**config.mk**
```make
export PLATFORM = sky130hd
export DESIGN_NAME = jdt_tap
export DESIGN_NICKNAME = d
export VERILOG_FILES = /design/src/design/jdt_pkg.sv /design/src/design/jdt_tap.sv /design/src/design/jdt_fifo.sv
export SDC_FILE = /design/constraint.sdc
export NUM_CORES = 1
export LEC_CHECK = 0
export ABC_AREA = 1
export BUFFER_PORTS_ARGS = -buffer_cell sky130_fd_sc_hd__buf_2
export CORE_MARGIN = 2
export CORE_UTILIZATION = 46
export DETAILED_ROUTE_END_ITERATION = 6
export GPL_ROUTABILITY_DRIVEN = 0
export GPL_TIMING_DRIVEN = 1
export HOLD_SLACK_MARGIN = 0.12
export SYNTH_ARGS = -nofsm -noshare
export SYNTH_HDL_FRONTEND = slang
export SYNTH_HIERARCHICAL = 1
export SYNTH_SLANG_ARGS = --single-unit
```
**constraint.sdc**
```tcl
create_clock -name I_SYS_CLK -period 3.87 [get_ports I_SYS_CLK]
set_input_delay 0.387 -clock I_SYS_CLK [delete_from_list [all_inputs] [get_ports I_SYS_CLK]]
set_output_delay 0.387 -clock I_SYS_CLK [all_outputs]
set_load 0.01 [all_outputs]
```
**src/design/jdt_pkg.sv**
```systemverilog
// Constants, state codes and carrier types for the debug test port block.
// Assumes one 10 MHz system clock that samples every test-port pin.
package jdt_pkg;

  // ------------------------------------------------------------
  // TAP controller states
  // ------------------------------------------------------------
  typedef enum logic [3:0] {
    ST_TLR = 4'h0,
    ST_RTI = 4'h1,
    ST_SEL_DR = 4'h2,
    ST_CAP_DR = 4'h3,
    ST_SH_DR = 4'h4,
    ST_EX1_DR = 4'h5,
    ST_PA_DR = 4'h6,
    ST_EX2_DR = 4'h7,
    ST_UPD_DR = 4'h8,
    ST_SEL_IR = 4'h9,
    ST_CAP_IR = 4'ha,
    ST_SH_IR = 4'hb,
    ST_EX1_IR = 4'hc,
    ST_PA_IR = 4'hd,
    ST_EX2_IR = 4'he,
    ST_UPD_IR = 4'hf
  } jdt_tap_state_type;

  // ------------------------------------------------------------
  // Instruction codes
  // ------------------------------------------------------------
  localparam int IR_W = 4;
  localparam logic [IR_W-1:0] INS_EXTEST = 4'h0;
  localparam logic [IR_W-1:0] INS_IDCODE = 4'h2;
  localparam logic [IR_W-1:0] INS_SAMPLE = 4'h4;
  localparam logic [IR_W-1:0] INS_DBG_DATA = 4'h5;
  localparam logic [IR_W-1:0] INS_DBG_RST_ON = 4'h6;
  localparam logic [IR_W-1:0] INS_DBG_RST_OFF = 4'h7;
  localparam logic [IR_W-1:0] INS_CLAMP = 4'h8;
  localparam logic [IR_W-1:0] INS_HIGHZ = 4'h9;
  localparam logic [IR_W-1:0] INS_BYPASS = 4'hf;
  localparam logic [IR_W-1:0] IR_CAPTURE = 4'h1;

  // ------------------------------------------------------------
  // Identity and data word layout
  // ------------------------------------------------------------
  localparam int WORD_W = 32;
  localparam int HALF_W = 16;
  localparam int ID_LO_LSB = 0;
  localparam int ID_HI_LSB = 16;
  localparam int CELLS_PER_PIN = 3;
  localparam int CELL_IN = 0;
  localparam int CELL_OUT = 1;
  localparam int CELL_CTRL = 2;
  localparam int FIFO_DEPTH_DEF = 32;

  // ------------------------------------------------------------
  // Test-port and reset pins, sampled together
  // ------------------------------------------------------------
  typedef struct packed {
    logic tck;
    logic tms;
    logic tdi;
    logic trst_n;
    logic por_n;
    logic emu_sel;
  } jdt_pins_type;

  localparam jdt_pins_type PINS_RESET = '{1'b0, 1'b1, 1'b1, 1'b1, 1'b1, 1'b1};

endpackage

```
**src/design/jdt_tap.sv**
```systemverilog
// Test access port, boundary cells, identity register and reset control.
// Assumes TCK is much slower than I_SYS_CLK; all pins are sampled here.
`timescale 1ns/1ns
module jdt_tap
  import jdt_pkg::*;
#(
  parameter int BSC_PINS = 8,
  parameter int FIFO_DEPTH = FIFO_DEPTH_DEF,
  // Arbitrary identity value; top nibble is the revision field
  parameter logic [WORD_W-1:0] ID_CODE = 32'h1000_0001
) (
  input wire logic I_SYS_CLK,
  input wire logic I_RSTN,
  input wire logic I_TCK,
  input wire logic I_TMS,
  input wire logic I_TDI,
  input wire logic I_TRSTN,
  output logic O_TDO,
  output logic O_TDO_OE,
  input wire logic I_POR_PIN_N,
  input wire logic I_EMU_MODE_SEL,
  output logic O_CHIP_RESET_N,
  output logic O_DEBUG_RESET_N,
  output logic O_RESET_HOLD,
  input wire logic I_ID_HALF_SEL,
  output logic [HALF_W-1:0] O_ID_HALF,
  input wire logic [BSC_PINS-1:0] I_CORE_OUT,
  input wire logic [BSC_PINS-1:0] I_CORE_OE,
  output logic [BSC_PINS-1:0] O_CORE_IN,
  input wire logic [BSC_PINS-1:0] I_PIN_IN,
  output logic [BSC_PINS-1:0] O_PIN_OUT,
  output logic [BSC_PINS-1:0] O_PIN_OE,
  output logic O_RX_VALID,
  input wire logic I_RX_READY,
  output logic [WORD_W-1:0] O_RX_DATA
);
  localparam int BS_W = BSC_PINS * CELLS_PER_PIN;

  jdt_pins_type pins_in;
  jdt_pins_type pin_s1_reg;
  jdt_pins_type pin_s2_reg;
  logic tck_s3_reg;
  logic [BSC_PINS-1:0] pad_s1_reg;
  logic [BSC_PINS-1:0] pad_s2_reg;
  logic tck_rise;
  logic tck_fall;
  logic tap_rstn;
  jdt_tap_state_type state_reg;
  jdt_tap_state_type state_next;
  logic [IR_W-1:0] ir_reg;
  logic [IR_W-1:0] ir_sh_reg;
  logic tdi_cap_reg;
  logic sh_pend_reg;
  logic ir_col;
  logic [WORD_W-1:0] word_sh_reg;
  logic [BS_W-1:0] bs_sh_reg;
  logic [BS_W-1:0] bs_cap;
  logic [BS_W-1:0] bs_lat_reg;
  logic byp_reg;
  logic sel_word;
  logic sel_bs;
  logic dbg_class;
  logic drive_latch;
  logic drive_off;
  logic bit0;
  logic bit1;
  logic cap_bit0;
  logic tdo_reg;
  logic fifo_in_ready;
  logic fifo_push;
  logic rst_cmd_reg;
  logic hold_reg;
  logic [HALF_W-1:0] id_half_reg;

  // ------------------------------------------------------------
  // Pin synchronisers and TCK edge detection
  // ------------------------------------------------------------
  assign pins_in = '{I_TCK, I_TMS, I_TDI, I_TRSTN, I_POR_PIN_N, I_EMU_MODE_SEL};

  always_ff @(posedge I_SYS_CLK or negedge I_RSTN) begin
    if (!I_RSTN) begin
      pin_s1_reg <= PINS_RESET;
      pin_s2_reg <= PINS_RESET;
      tck_s3_reg <= 1'b0;
    end else begin
      pin_s1_reg <= pins_in;
      pin_s2_reg <= pin_s1_reg;
      tck_s3_reg <= pin_s2_reg.tck;
    end
  end

  always_ff @(posedge I_SYS_CLK or negedge I_RSTN) begin
    if (!I_RSTN) begin
      pad_s1_reg <= '0;
      pad_s2_reg <= '0;
    end else begin
      pad_s1_reg <= I_PIN_IN;
      pad_s2_reg <= pad_s1_reg;
    end
  end

  assign tck_rise = pin_s2_reg.tck & ~tck_s3_reg;
  assign tck_fall = ~pin_s2_reg.tck & tck_s3_reg;
  assign O_CORE_IN = pad_s2_reg;

  // Raw TRST clears the TAP at once, independent of any clock
  assign tap_rstn = I_RSTN & I_TRSTN;

  // ------------------------------------------------------------
  // TAP state machine
  // ------------------------------------------------------------
  always_comb begin
    state_next = state_reg;
    unique case (state_reg)
      ST_TLR: state_next = pin_s2_reg.tms ? ST_TLR : ST_RTI;
      ST_RTI: state_next = pin_s2_reg.tms ? ST_SEL_DR : ST_RTI;
      ST_SEL_DR: state_next = pin_s2_reg.tms ? ST_SEL_IR : ST_CAP_DR;
      ST_CAP_DR: state_next = pin_s2_reg.tms ? ST_EX1_DR : ST_SH_DR;
      ST_SH_DR: state_next = pin_s2_reg.tms ? ST_EX1_DR : ST_SH_DR;
      ST_EX1_DR: state_next = pin_s2_reg.tms ? ST_UPD_DR : ST_PA_DR;
      ST_PA_DR: state_next = pin_s2_reg.tms ? ST_EX2_DR : ST_PA_DR;
      ST_EX2_DR: state_next = pin_s2_reg.tms ? ST_UPD_DR : ST_SH_DR;
      ST_UPD_DR: state_next = pin_s2_reg.tms ? ST_SEL_DR : ST_RTI;
      ST_SEL_IR: state_next = pin_s2_reg.tms ? ST_TLR : ST_CAP_IR;
      ST_CAP_IR: state_next = pin_s2_reg.tms ? ST_EX1_IR : ST_SH_IR;
      ST_SH_IR: state_next = pin_s2_reg.tms ? ST_EX1_IR : ST_SH_IR;
      ST_EX1_IR: state_next = pin_s2_reg.tms ? ST_UPD_IR : ST_PA_IR;
      ST_PA_IR: state_next = pin_s2_reg.tms ? ST_EX2_IR : ST_PA_IR;
      ST_EX2_IR: state_next = pin_s2_reg.tms ? ST_UPD_IR : ST_SH_IR;
      ST_UPD_IR: state_next = pin_s2_reg.tms ? ST_SEL_DR : ST_RTI;
    endcase
  end

  always_ff @(posedge I_SYS_CLK or negedge tap_rstn) begin
    if (!tap_rstn) begin
      state_reg <= ST_TLR;
    end else if (tck_rise) begin
      state_reg <= state_next;
    end
  end

  // TDI is held from the rise; the shift uses it at the next fall
  always_ff @(posedge I_SYS_CLK or negedge tap_rstn) begin
    if (!tap_rstn) begin
      tdi_cap_reg <= 1'b0;
      sh_pend_reg <= 1'b0;
    end else if (tck_rise) begin
      tdi_cap_reg <= pin_s2_reg.tdi;
      sh_pend_reg <= (state_reg == ST_SH_DR) || (state_reg == ST_SH_IR);
    end
  end

  assign ir_col = (state_reg >= ST_CAP_IR);

  // ------------------------------------------------------------
  // Instruction register and decode
  // ------------------------------------------------------------
  always_ff @(posedge I_SYS_CLK or negedge tap_rstn) begin
    if (!tap_rstn) begin
      ir_sh_reg <= IR_CAPTURE;
      ir_reg <= INS_IDCODE;
    end else if (state_reg == ST_TLR) begin
      ir_reg <= INS_IDCODE;
    end else if (tck_rise && state_reg == ST_CAP_IR) begin
      ir_sh_reg <= IR_CAPTURE;
    end else if (tck_fall && sh_pend_reg && ir_col) begin
      ir_sh_reg <= {tdi_cap_reg, ir_sh_reg[IR_W-1:1]};
    end else if (tck_fall && state_reg == ST_UPD_IR) begin
      ir_reg <= ir_sh_reg;
    end
  end

  assign sel_word = (ir_reg == INS_IDCODE) || (ir_reg == INS_DBG_DATA);
  assign sel_bs = (ir_reg == INS_SAMPLE) || (ir_reg == INS_EXTEST);
  assign dbg_class = (ir_reg == INS_DBG_DATA) || (ir_reg == INS_DBG_RST_ON)
                     || (ir_reg == INS_DBG_RST_OFF);
  assign drive_latch = (ir_reg == INS_EXTEST) || (ir_reg == INS_CLAMP);
  assign drive_off = (ir_reg == INS_HIGHZ);

  // ------------------------------------------------------------
  // Data registers: identity / debug word, bypass
  // ------------------------------------------------------------
  always_ff @(posedge I_SYS_CLK or negedge tap_rstn) begin
    if (!tap_rstn) begin
      word_sh_reg <= '0;
    end else if (tck_rise && state_reg == ST_CAP_DR && sel_word) begin
      if (ir_reg == INS_IDCODE) begin
        word_sh_reg <= ID_CODE;
      end else begin
        word_sh_reg <= {{(WORD_W-1){1'b0}}, fifo_in_ready};
      end
    end else if (tck_fall && sh_pend_reg && !ir_col && sel_word) begin
      word_sh_reg <= {tdi_cap_reg, word_sh_reg[WORD_W-1:1]};
    end
  end

  always_ff @(posedge I_SYS_CLK or negedge tap_rstn) begin
    if (!tap_rstn) begin
      byp_reg <= 1'b0;
    end else if (tck_rise && state_reg == ST_CAP_DR) begin
      byp_reg <= 1'b0;
    end else if (tck_fall && sh_pend_reg && !ir_col) begin
      byp_reg <= tdi_cap_reg;
    end
  end

  // ------------------------------------------------------------
  // Boundary cells, one group per pin
  // ------------------------------------------------------------
  genvar gi;
  generate
    for (gi = 0; gi < BSC_PINS; gi++) begin : g_cell
      assign bs_cap[gi*CELLS_PER_PIN + CELL_IN] = pad_s2_reg[gi];
      assign bs_cap[gi*CELLS_PER_PIN + CELL_OUT] = I_CORE_OUT[gi];
      assign bs_cap[gi*CELLS_PER_PIN + CELL_CTRL] = I_CORE_OE[gi];

      always_ff @(posedge I_SYS_CLK or negedge I_RSTN) begin
        if (!I_RSTN) begin
          O_PIN_OUT[gi] <= 1'b0;
          O_PIN_OE[gi] <= 1'b0;
        end else if (drive_off) begin
          O_PIN_OUT[gi] <= 1'b0;
          O_PIN_OE[gi] <= 1'b0;
        end else if (drive_latch) begin
          O_PIN_OUT[gi] <= bs_lat_reg[gi*CELLS_PER_PIN + CELL_OUT];
          O_PIN_OE[gi] <= bs_lat_reg[gi*CELLS_PER_PIN + CELL_CTRL];
        end else begin
          O_PIN_OUT[gi] <= I_CORE_OUT[gi];
          O_PIN_OE[gi] <= I_CORE_OE[gi];
        end
      end
    end
  endgenerate

  always_ff @(posedge I_SYS_CLK or negedge tap_rstn) begin
    if (!tap_rstn) begin
      bs_sh_reg <= '0;
    end else if (tck_rise && state_reg == ST_CAP_DR && sel_bs) begin
      bs_sh_reg <= bs_cap;
    end else if (tck_fall && sh_pend_reg && !ir_col && sel_bs) begin
      bs_sh_reg <= {tdi_cap_reg, bs_sh_reg[BS_W-1:1]};
    end
  end

  // Latch survives TRST so a clamped pattern is not lost mid-test
  always_ff @(posedge I_SYS_CLK or negedge I_RSTN) begin
    if (!I_RSTN) begin
      bs_lat_reg <= '0;
    end else if (tck_fall && state_reg == ST_UPD_DR && sel_bs) begin
      bs_lat_reg <= bs_sh_reg;
    end
  end

  // ------------------------------------------------------------
  // TDO: selected path bit, edge chosen by instruction class
  // ------------------------------------------------------------
  always_comb begin
    if (ir_col) begin
      bit0 = ir_sh_reg[0];
      bit1 = ir_sh_reg[1];
      cap_bit0 = IR_CAPTURE[0];
    end else if (sel_word) begin
      bit0 = word_sh_reg[0];
      bit1 = word_sh_reg[1];
      cap_bit0 = (ir_reg == INS_IDCODE) ? ID_CODE[0] : fifo_in_ready;
    end else if (sel_bs) begin
      bit0 = bs_sh_reg[0];
      bit1 = bs_sh_reg[1];
      cap_bit0 = bs_cap[0];
    end else begin
      bit0 = byp_reg;
      bit1 = tdi_cap_reg;
      cap_bit0 = 1'b0;
    end
  end

  always_ff @(posedge I_SYS_CLK or negedge tap_rstn) begin
    if (!tap_rstn) begin
      tdo_reg <= 1'b0;
    end else if (dbg_class && tck_rise) begin
      if (state_reg == ST_CAP_DR || state_reg == ST_CAP_IR) begin
        tdo_reg <= cap_bit0;
      end else begin
        tdo_reg <= bit1;
      end
    end else if (!dbg_class && tck_fall) begin
      tdo_reg <= sh_pend_reg ? bit1 : bit0;
    end
  end

  assign O_TDO = tdo_reg;
  assign O_TDO_OE = (state_reg == ST_SH_DR) || (state_reg == ST_SH_IR);

  // ------------------------------------------------------------
  // Debug data words into the receive FIFO
  // ------------------------------------------------------------
  assign fifo_push = tck_fall && (state_reg == ST_UPD_DR) && (ir_reg == INS_DBG_DATA);

  jdt_fifo #(
    .WIDTH(WORD_W),
    .DEPTH(FIFO_DEPTH)
  ) jdt_fifo_inst (
    .i_clk(I_SYS_CLK),
    .i_rstn(I_RSTN),
    .i_in_valid(fifo_push),
    .o_in_ready(fifo_in_ready),
    .i_in_data(word_sh_reg),
    .o_out_valid(O_RX_VALID),
    .i_out_ready(I_RX_READY),
    .o_out_data(O_RX_DATA)
  );

  // ------------------------------------------------------------
  // Reset control
  // ------------------------------------------------------------
  always_ff @(posedge I_SYS_CLK or negedge I_RSTN) begin
    if (!I_RSTN) begin
      rst_cmd_reg <= 1'b0;
    end else if (tck_fall && state_reg == ST_UPD_IR) begin
      if (ir_sh_reg == INS_DBG_RST_ON) begin
        rst_cmd_reg <= 1'b1;
      end else if (ir_sh_reg == INS_DBG_RST_OFF) begin
        rst_cmd_reg <= 1'b0;
      end
    end
  end

  // Hold is left only by power-on reset, and not while TRST and emulation select are both low
  always_ff @(posedge I_SYS_CLK or negedge I_RSTN) begin
    if (!I_RSTN) begin
      hold_reg <= 1'b0;
    end else if (!pin_s2_reg.emu_sel && !pin_s2_reg.trst_n) begin
      hold_reg <= 1'b1;
    end else if (!pin_s2_reg.por_n) begin
      hold_reg <= 1'b0;
    end
  end

  assign O_RESET_HOLD = hold_reg;
  assign O_CHIP_RESET_N = pin_s2_reg.por_n & ~hold_reg & ~rst_cmd_reg;
  assign O_DEBUG_RESET_N = pin_s2_reg.trst_n;

  // ------------------------------------------------------------
  // CPU read of identity halves; no write path exists
  // ------------------------------------------------------------
  always_ff @(posedge I_SYS_CLK or negedge I_RSTN) begin
    if (!I_RSTN) begin
      id_half_reg <= '0;
    end else if (I_ID_HALF_SEL) begin
      id_half_reg <= ID_CODE[ID_HI_LSB +: HALF_W];
    end else begin
      id_half_reg <= ID_CODE[ID_LO_LSB +: HALF_W];
    end
  end

  assign O_ID_HALF = id_half_reg;

endmodule

```
**src/design/jdt_fifo.sv**
```systemverilog
// First-word-fall-through FIFO with registered read data.
// Assumes both sides run on the one system clock.
`timescale 1ns/1ns
module jdt_fifo #(
  parameter int WIDTH = 32,
  parameter int DEPTH = 32
) (
  input wire logic i_clk,
  input wire logic i_rstn,
  input wire logic i_in_valid,
  output logic o_in_ready,
  input wire logic [WIDTH-1:0] i_in_data,
  output logic o_out_valid,
  input wire logic i_out_ready,
  output logic [WIDTH-1:0] o_out_data
);
  localparam int AW = $clog2(DEPTH);

  logic [WIDTH-1:0] mem [DEPTH];
  logic [AW-1:0] wr_ptr_reg;
  logic [AW-1:0] rd_ptr_reg;
  logic [AW-1:0] rd_ptr_next;
  logic [AW:0] count_reg;
  logic [WIDTH-1:0] data_reg;
  logic push;
  logic pop;

  assign o_in_ready = (count_reg != (AW+1)'(DEPTH));
  assign o_out_valid = (count_reg != '0);
  assign push = i_in_valid & o_in_ready;
  assign pop = o_out_valid & i_out_ready;
  assign rd_ptr_next = pop ? AW'(rd_ptr_reg + 1'b1) : rd_ptr_reg;
  assign o_out_data = data_reg;

  always_ff @(posedge i_clk) begin
    if (push) begin
      mem[wr_ptr_reg] <= i_in_data;
    end
  end

  always_ff @(posedge i_clk or negedge i_rstn) begin
    if (!i_rstn) begin
      wr_ptr_reg <= '0;
      rd_ptr_reg <= '0;
      count_reg <= '0;
    end else begin
      if (push) begin
        wr_ptr_reg <= AW'(wr_ptr_reg + 1'b1);
      end
      rd_ptr_reg <= rd_ptr_next;
      count_reg <= (AW+1)'(count_reg + push - pop);
    end
  end

  // Head word kept in a register; a write to the head slot bypasses
  always_ff @(posedge i_clk or negedge i_rstn) begin
    if (!i_rstn) begin
      data_reg <= '0;
    end else if (push && (wr_ptr_reg == rd_ptr_next)) begin
      data_reg <= i_in_data;
    end else begin
      data_reg <= mem[rd_ptr_next];
    end
  end

endmodule

```
==> qor.txt <==
drt pass-1 iters: 6
Chip Height: 343 um
Via-to-Cell Ratio: 5.57
Post-Synthesis Cells: 4865
vias post-DR: 36600
CTS tree: built
Max-Cap Viols: 0
Chip Width: 343 um
CP Capture Type: flip-flop
number of flip-flops under the largest register name: 1024
Netlist cell types: 45
area growth from synthesis to layout: 13.6%
Synth Area per Inst: 10.9 um2
die area: 0.117 mm2
CTS Root Cell: clkbuf_16
gr ovfl total: 0
clock period minus worst slack: 3.34 ns
WHS: 0.220 ns
Total GRT Usage: 26.2%
RSZ-0062 raised after global routing: false
Core Region: 0.114 mm2
TNS Setup: 0 ns
clk slew on worst S/H paths: 0.06 ns
Slew HR: 7.43%
FMAX: 300 MHz
cts hold-fix bufs: 32
drt wl/cell: 23.4 um
# fillers: 9808
slew at the pin with the worst max-slew slack: 1.39 ns
HP Class: primary input to asynchronous set/reset pin
Cell Rows: 124
DR iter-0 viols: 4245
layout cells sized above 1: 9.74%
VDD IR max: 0.000809 V
ANT nets after route: 0
Tcrit/Tclk final: 86.3%
Ports: 112
Lkg Pwr: 24.5 nW
nets: 4994
post-CTS sizing: 0
final wirelength: 154000 um
PD cells: 638 mW/mm2
Bufs on Longest Clock Path: 3
Final setup viols: 0
Startpoint Class: flip-flop
flops & latches, synth: 1209
worst-path fanout max: 12
clk_skew: 0.0332 ns
sequential fraction of the synthesis area: 67.0%
latest clock arrival within the worst-skew pair: 0.75 ns
status: finished clean
WS Path Type: flip-flop to flip-flop
htree depth: 4
Post-DP HPWL: 78500 um
Fin. Hold Viols: 0
R2R depth: 11
vias in the first global route: 35000
I/O Buffers: 97
Clock Sinks: 1209
Crit path required time: 4.31 ns
pin count of the biggest net entering global routing: 221
Slew Viols, Final: 0
post-CTS setup buffer count: 0
antenna violations before repair: 2
Worst EP arrival: 3.78 ns
first-pass GRT wire length: 228000 um
Initial Util: 46.3%
Synth warnings: 6
post-synthesis cell area: 0.0528 mm2
total CTS buffers: 131
diode count: 0
drc violations: 0
## metal layers
layer,global-route usage (%),part of all wire [%],up-vias
met5,0,0,-
met4,8.60,3.0,0
met1,37.5,42,17900
li1,-,-,16600
met2,40.5,46,1746
met3,4.85,9.2,264
## report_power, final
part	internal, mW	total, mW	switching (mW)
Clock	7.40	12.6	5.18
Sequential	14.6	15.2	0.605
Combinational	3.12	10.5	7.35
Total	25.1	38.2	13.1
## worst max-delay path: stages (launching register included)
cell and delay (ns):
dfrtp_1 0.43, inv_1 0.15, nand2_1 0.11, nor2_1 0.28, nand2_1 0.13, nor2_1 0.24
nand2_1 0.19, clkinv_1 0.19, nand2_1 0.38, buf_4 0.29, nor2_4 0.40, buf_12 0.23
## cell usage in the layout, fill, tap and decap left out, drive strengths merged, types with 2 or more instances in the layout
master / synthesis / layout
nand3b: 320 / 320
nand4: 3 / 3
o22ai: 2 / 2
a21oi: 30 / 30
clkinv: 2 / 45
o21ai: 62 / 62
a31oi: 3 / 3
ha: 14 / 14
o32ai: 2 / 2
inv: 722 / 727
xor2: 12 / 12
bufinv: 0 / 11
o211ai: 26 / 26
dfstp: 12 / 12
dfrtp: 173 / 173
buf: 252 / 216
nand2: 892 / 892
dlygate4sd3: 0 / 32
nor2: 66 / 66
clkbuf: 62 / 181
nand3: 1171 / 1171
o2111ai: 2 / 2
a211oi: 2 / 2
conb: 1 / 14
edfxtp: 1024 / 1024
nor3: 4 / 4
## path summary, 6_finish.rpt
kind	startpoint	endpoint	slack, ns
setup / recovery	state_reg[0]	jdt_fifo_inst/mem[18][0]	0.53
hold / removal	I_RSTN	O_ID_HALF[12]	0.22
setup reg to reg	state_reg[0]	jdt_fifo_inst/mem[18][0]	0.53
hold reg to reg	pad_s1_reg[4]	O_CORE_IN[4]	0.35
max in group asynchronous	I_RSTN	jdt_fifo_inst/o_out_data[28]	2.18
min in group I_SYS_CLK	I_PIN_IN[2]	pad_s1_reg[2]	0.28
## cell usage after synthesis (all sizes together)
library cell	count	area share [%]
a211oi	2	0.028
nand3b	320	4.6
dfstp	12	0.60
xnor2	1	0.017
clkbuf	62	0.44
buf	252	2.5
mux2i	1	0.019
nand4	3	0.036
a221oi	1	0.017
a21oi	30	0.28
nor3	4	0.038
fa	1	0.038
ha	14	0.33
a22oi	1	0.014
o22ai	2	0.024
nand2	892	6.4
edfxtp	1024	58
o2111ai	2	0.033
a31oi	3	0.036
xor2	12	0.20
o32ai	2	0.033
conb	1	0.0071
clkinv	2	0.014
o21ai	62	0.62
o221ai	1	0.017
inv	722	5.1
nor2	66	0.55
nand3	1171	11
o211ai	26	0.38
dfrtp	173	8.2
## cell type report
type	count	area (um2)	share of cell area [%]
Clock inverter	60	647	1.08
Sequential cell	1209	35400	59.0
Timing Repair Buffer	248	2190	3.66
Multi-Input combinational cell	2631	13500	22.4
Inverter	724	2730	4.55
Clock buffer	181	3670	6.12
Tap cell	1512	1890	3.15
## logic make-up after synthesis
kind of cell | count (synthesis) | synth area share [%]
fa+ha+maj | 15 | 0.370
other cells | 1 | 0.00710
xor+xnor | 13 | 0.216
mux | 1 | 0.0190
compound gates | 132 | 1.49
simple gates | 2456 | 22.7
flops | 1209 | 67.0
buf+inv | 1038 | 8.14
## through the flow
step           power (mW)  std cells  setup WS [ns]  util (%)  instance area, um2
6_report             38.2       6565          0.531      52.6               60000
4_1_cts              38.3       6565          0.607      52.6               60000
5_1_grt              39.9       6565          0.365      52.6               60000
3_5_place_dp         25.8       6292          0.618      48.5               55300
2_1_floorplan        22.0       4878          0.723         -               52800
3_3_place_gp         25.7       6292          0.644      48.5               55300
No activity file was read; power rests on OpenSTA's default activity.
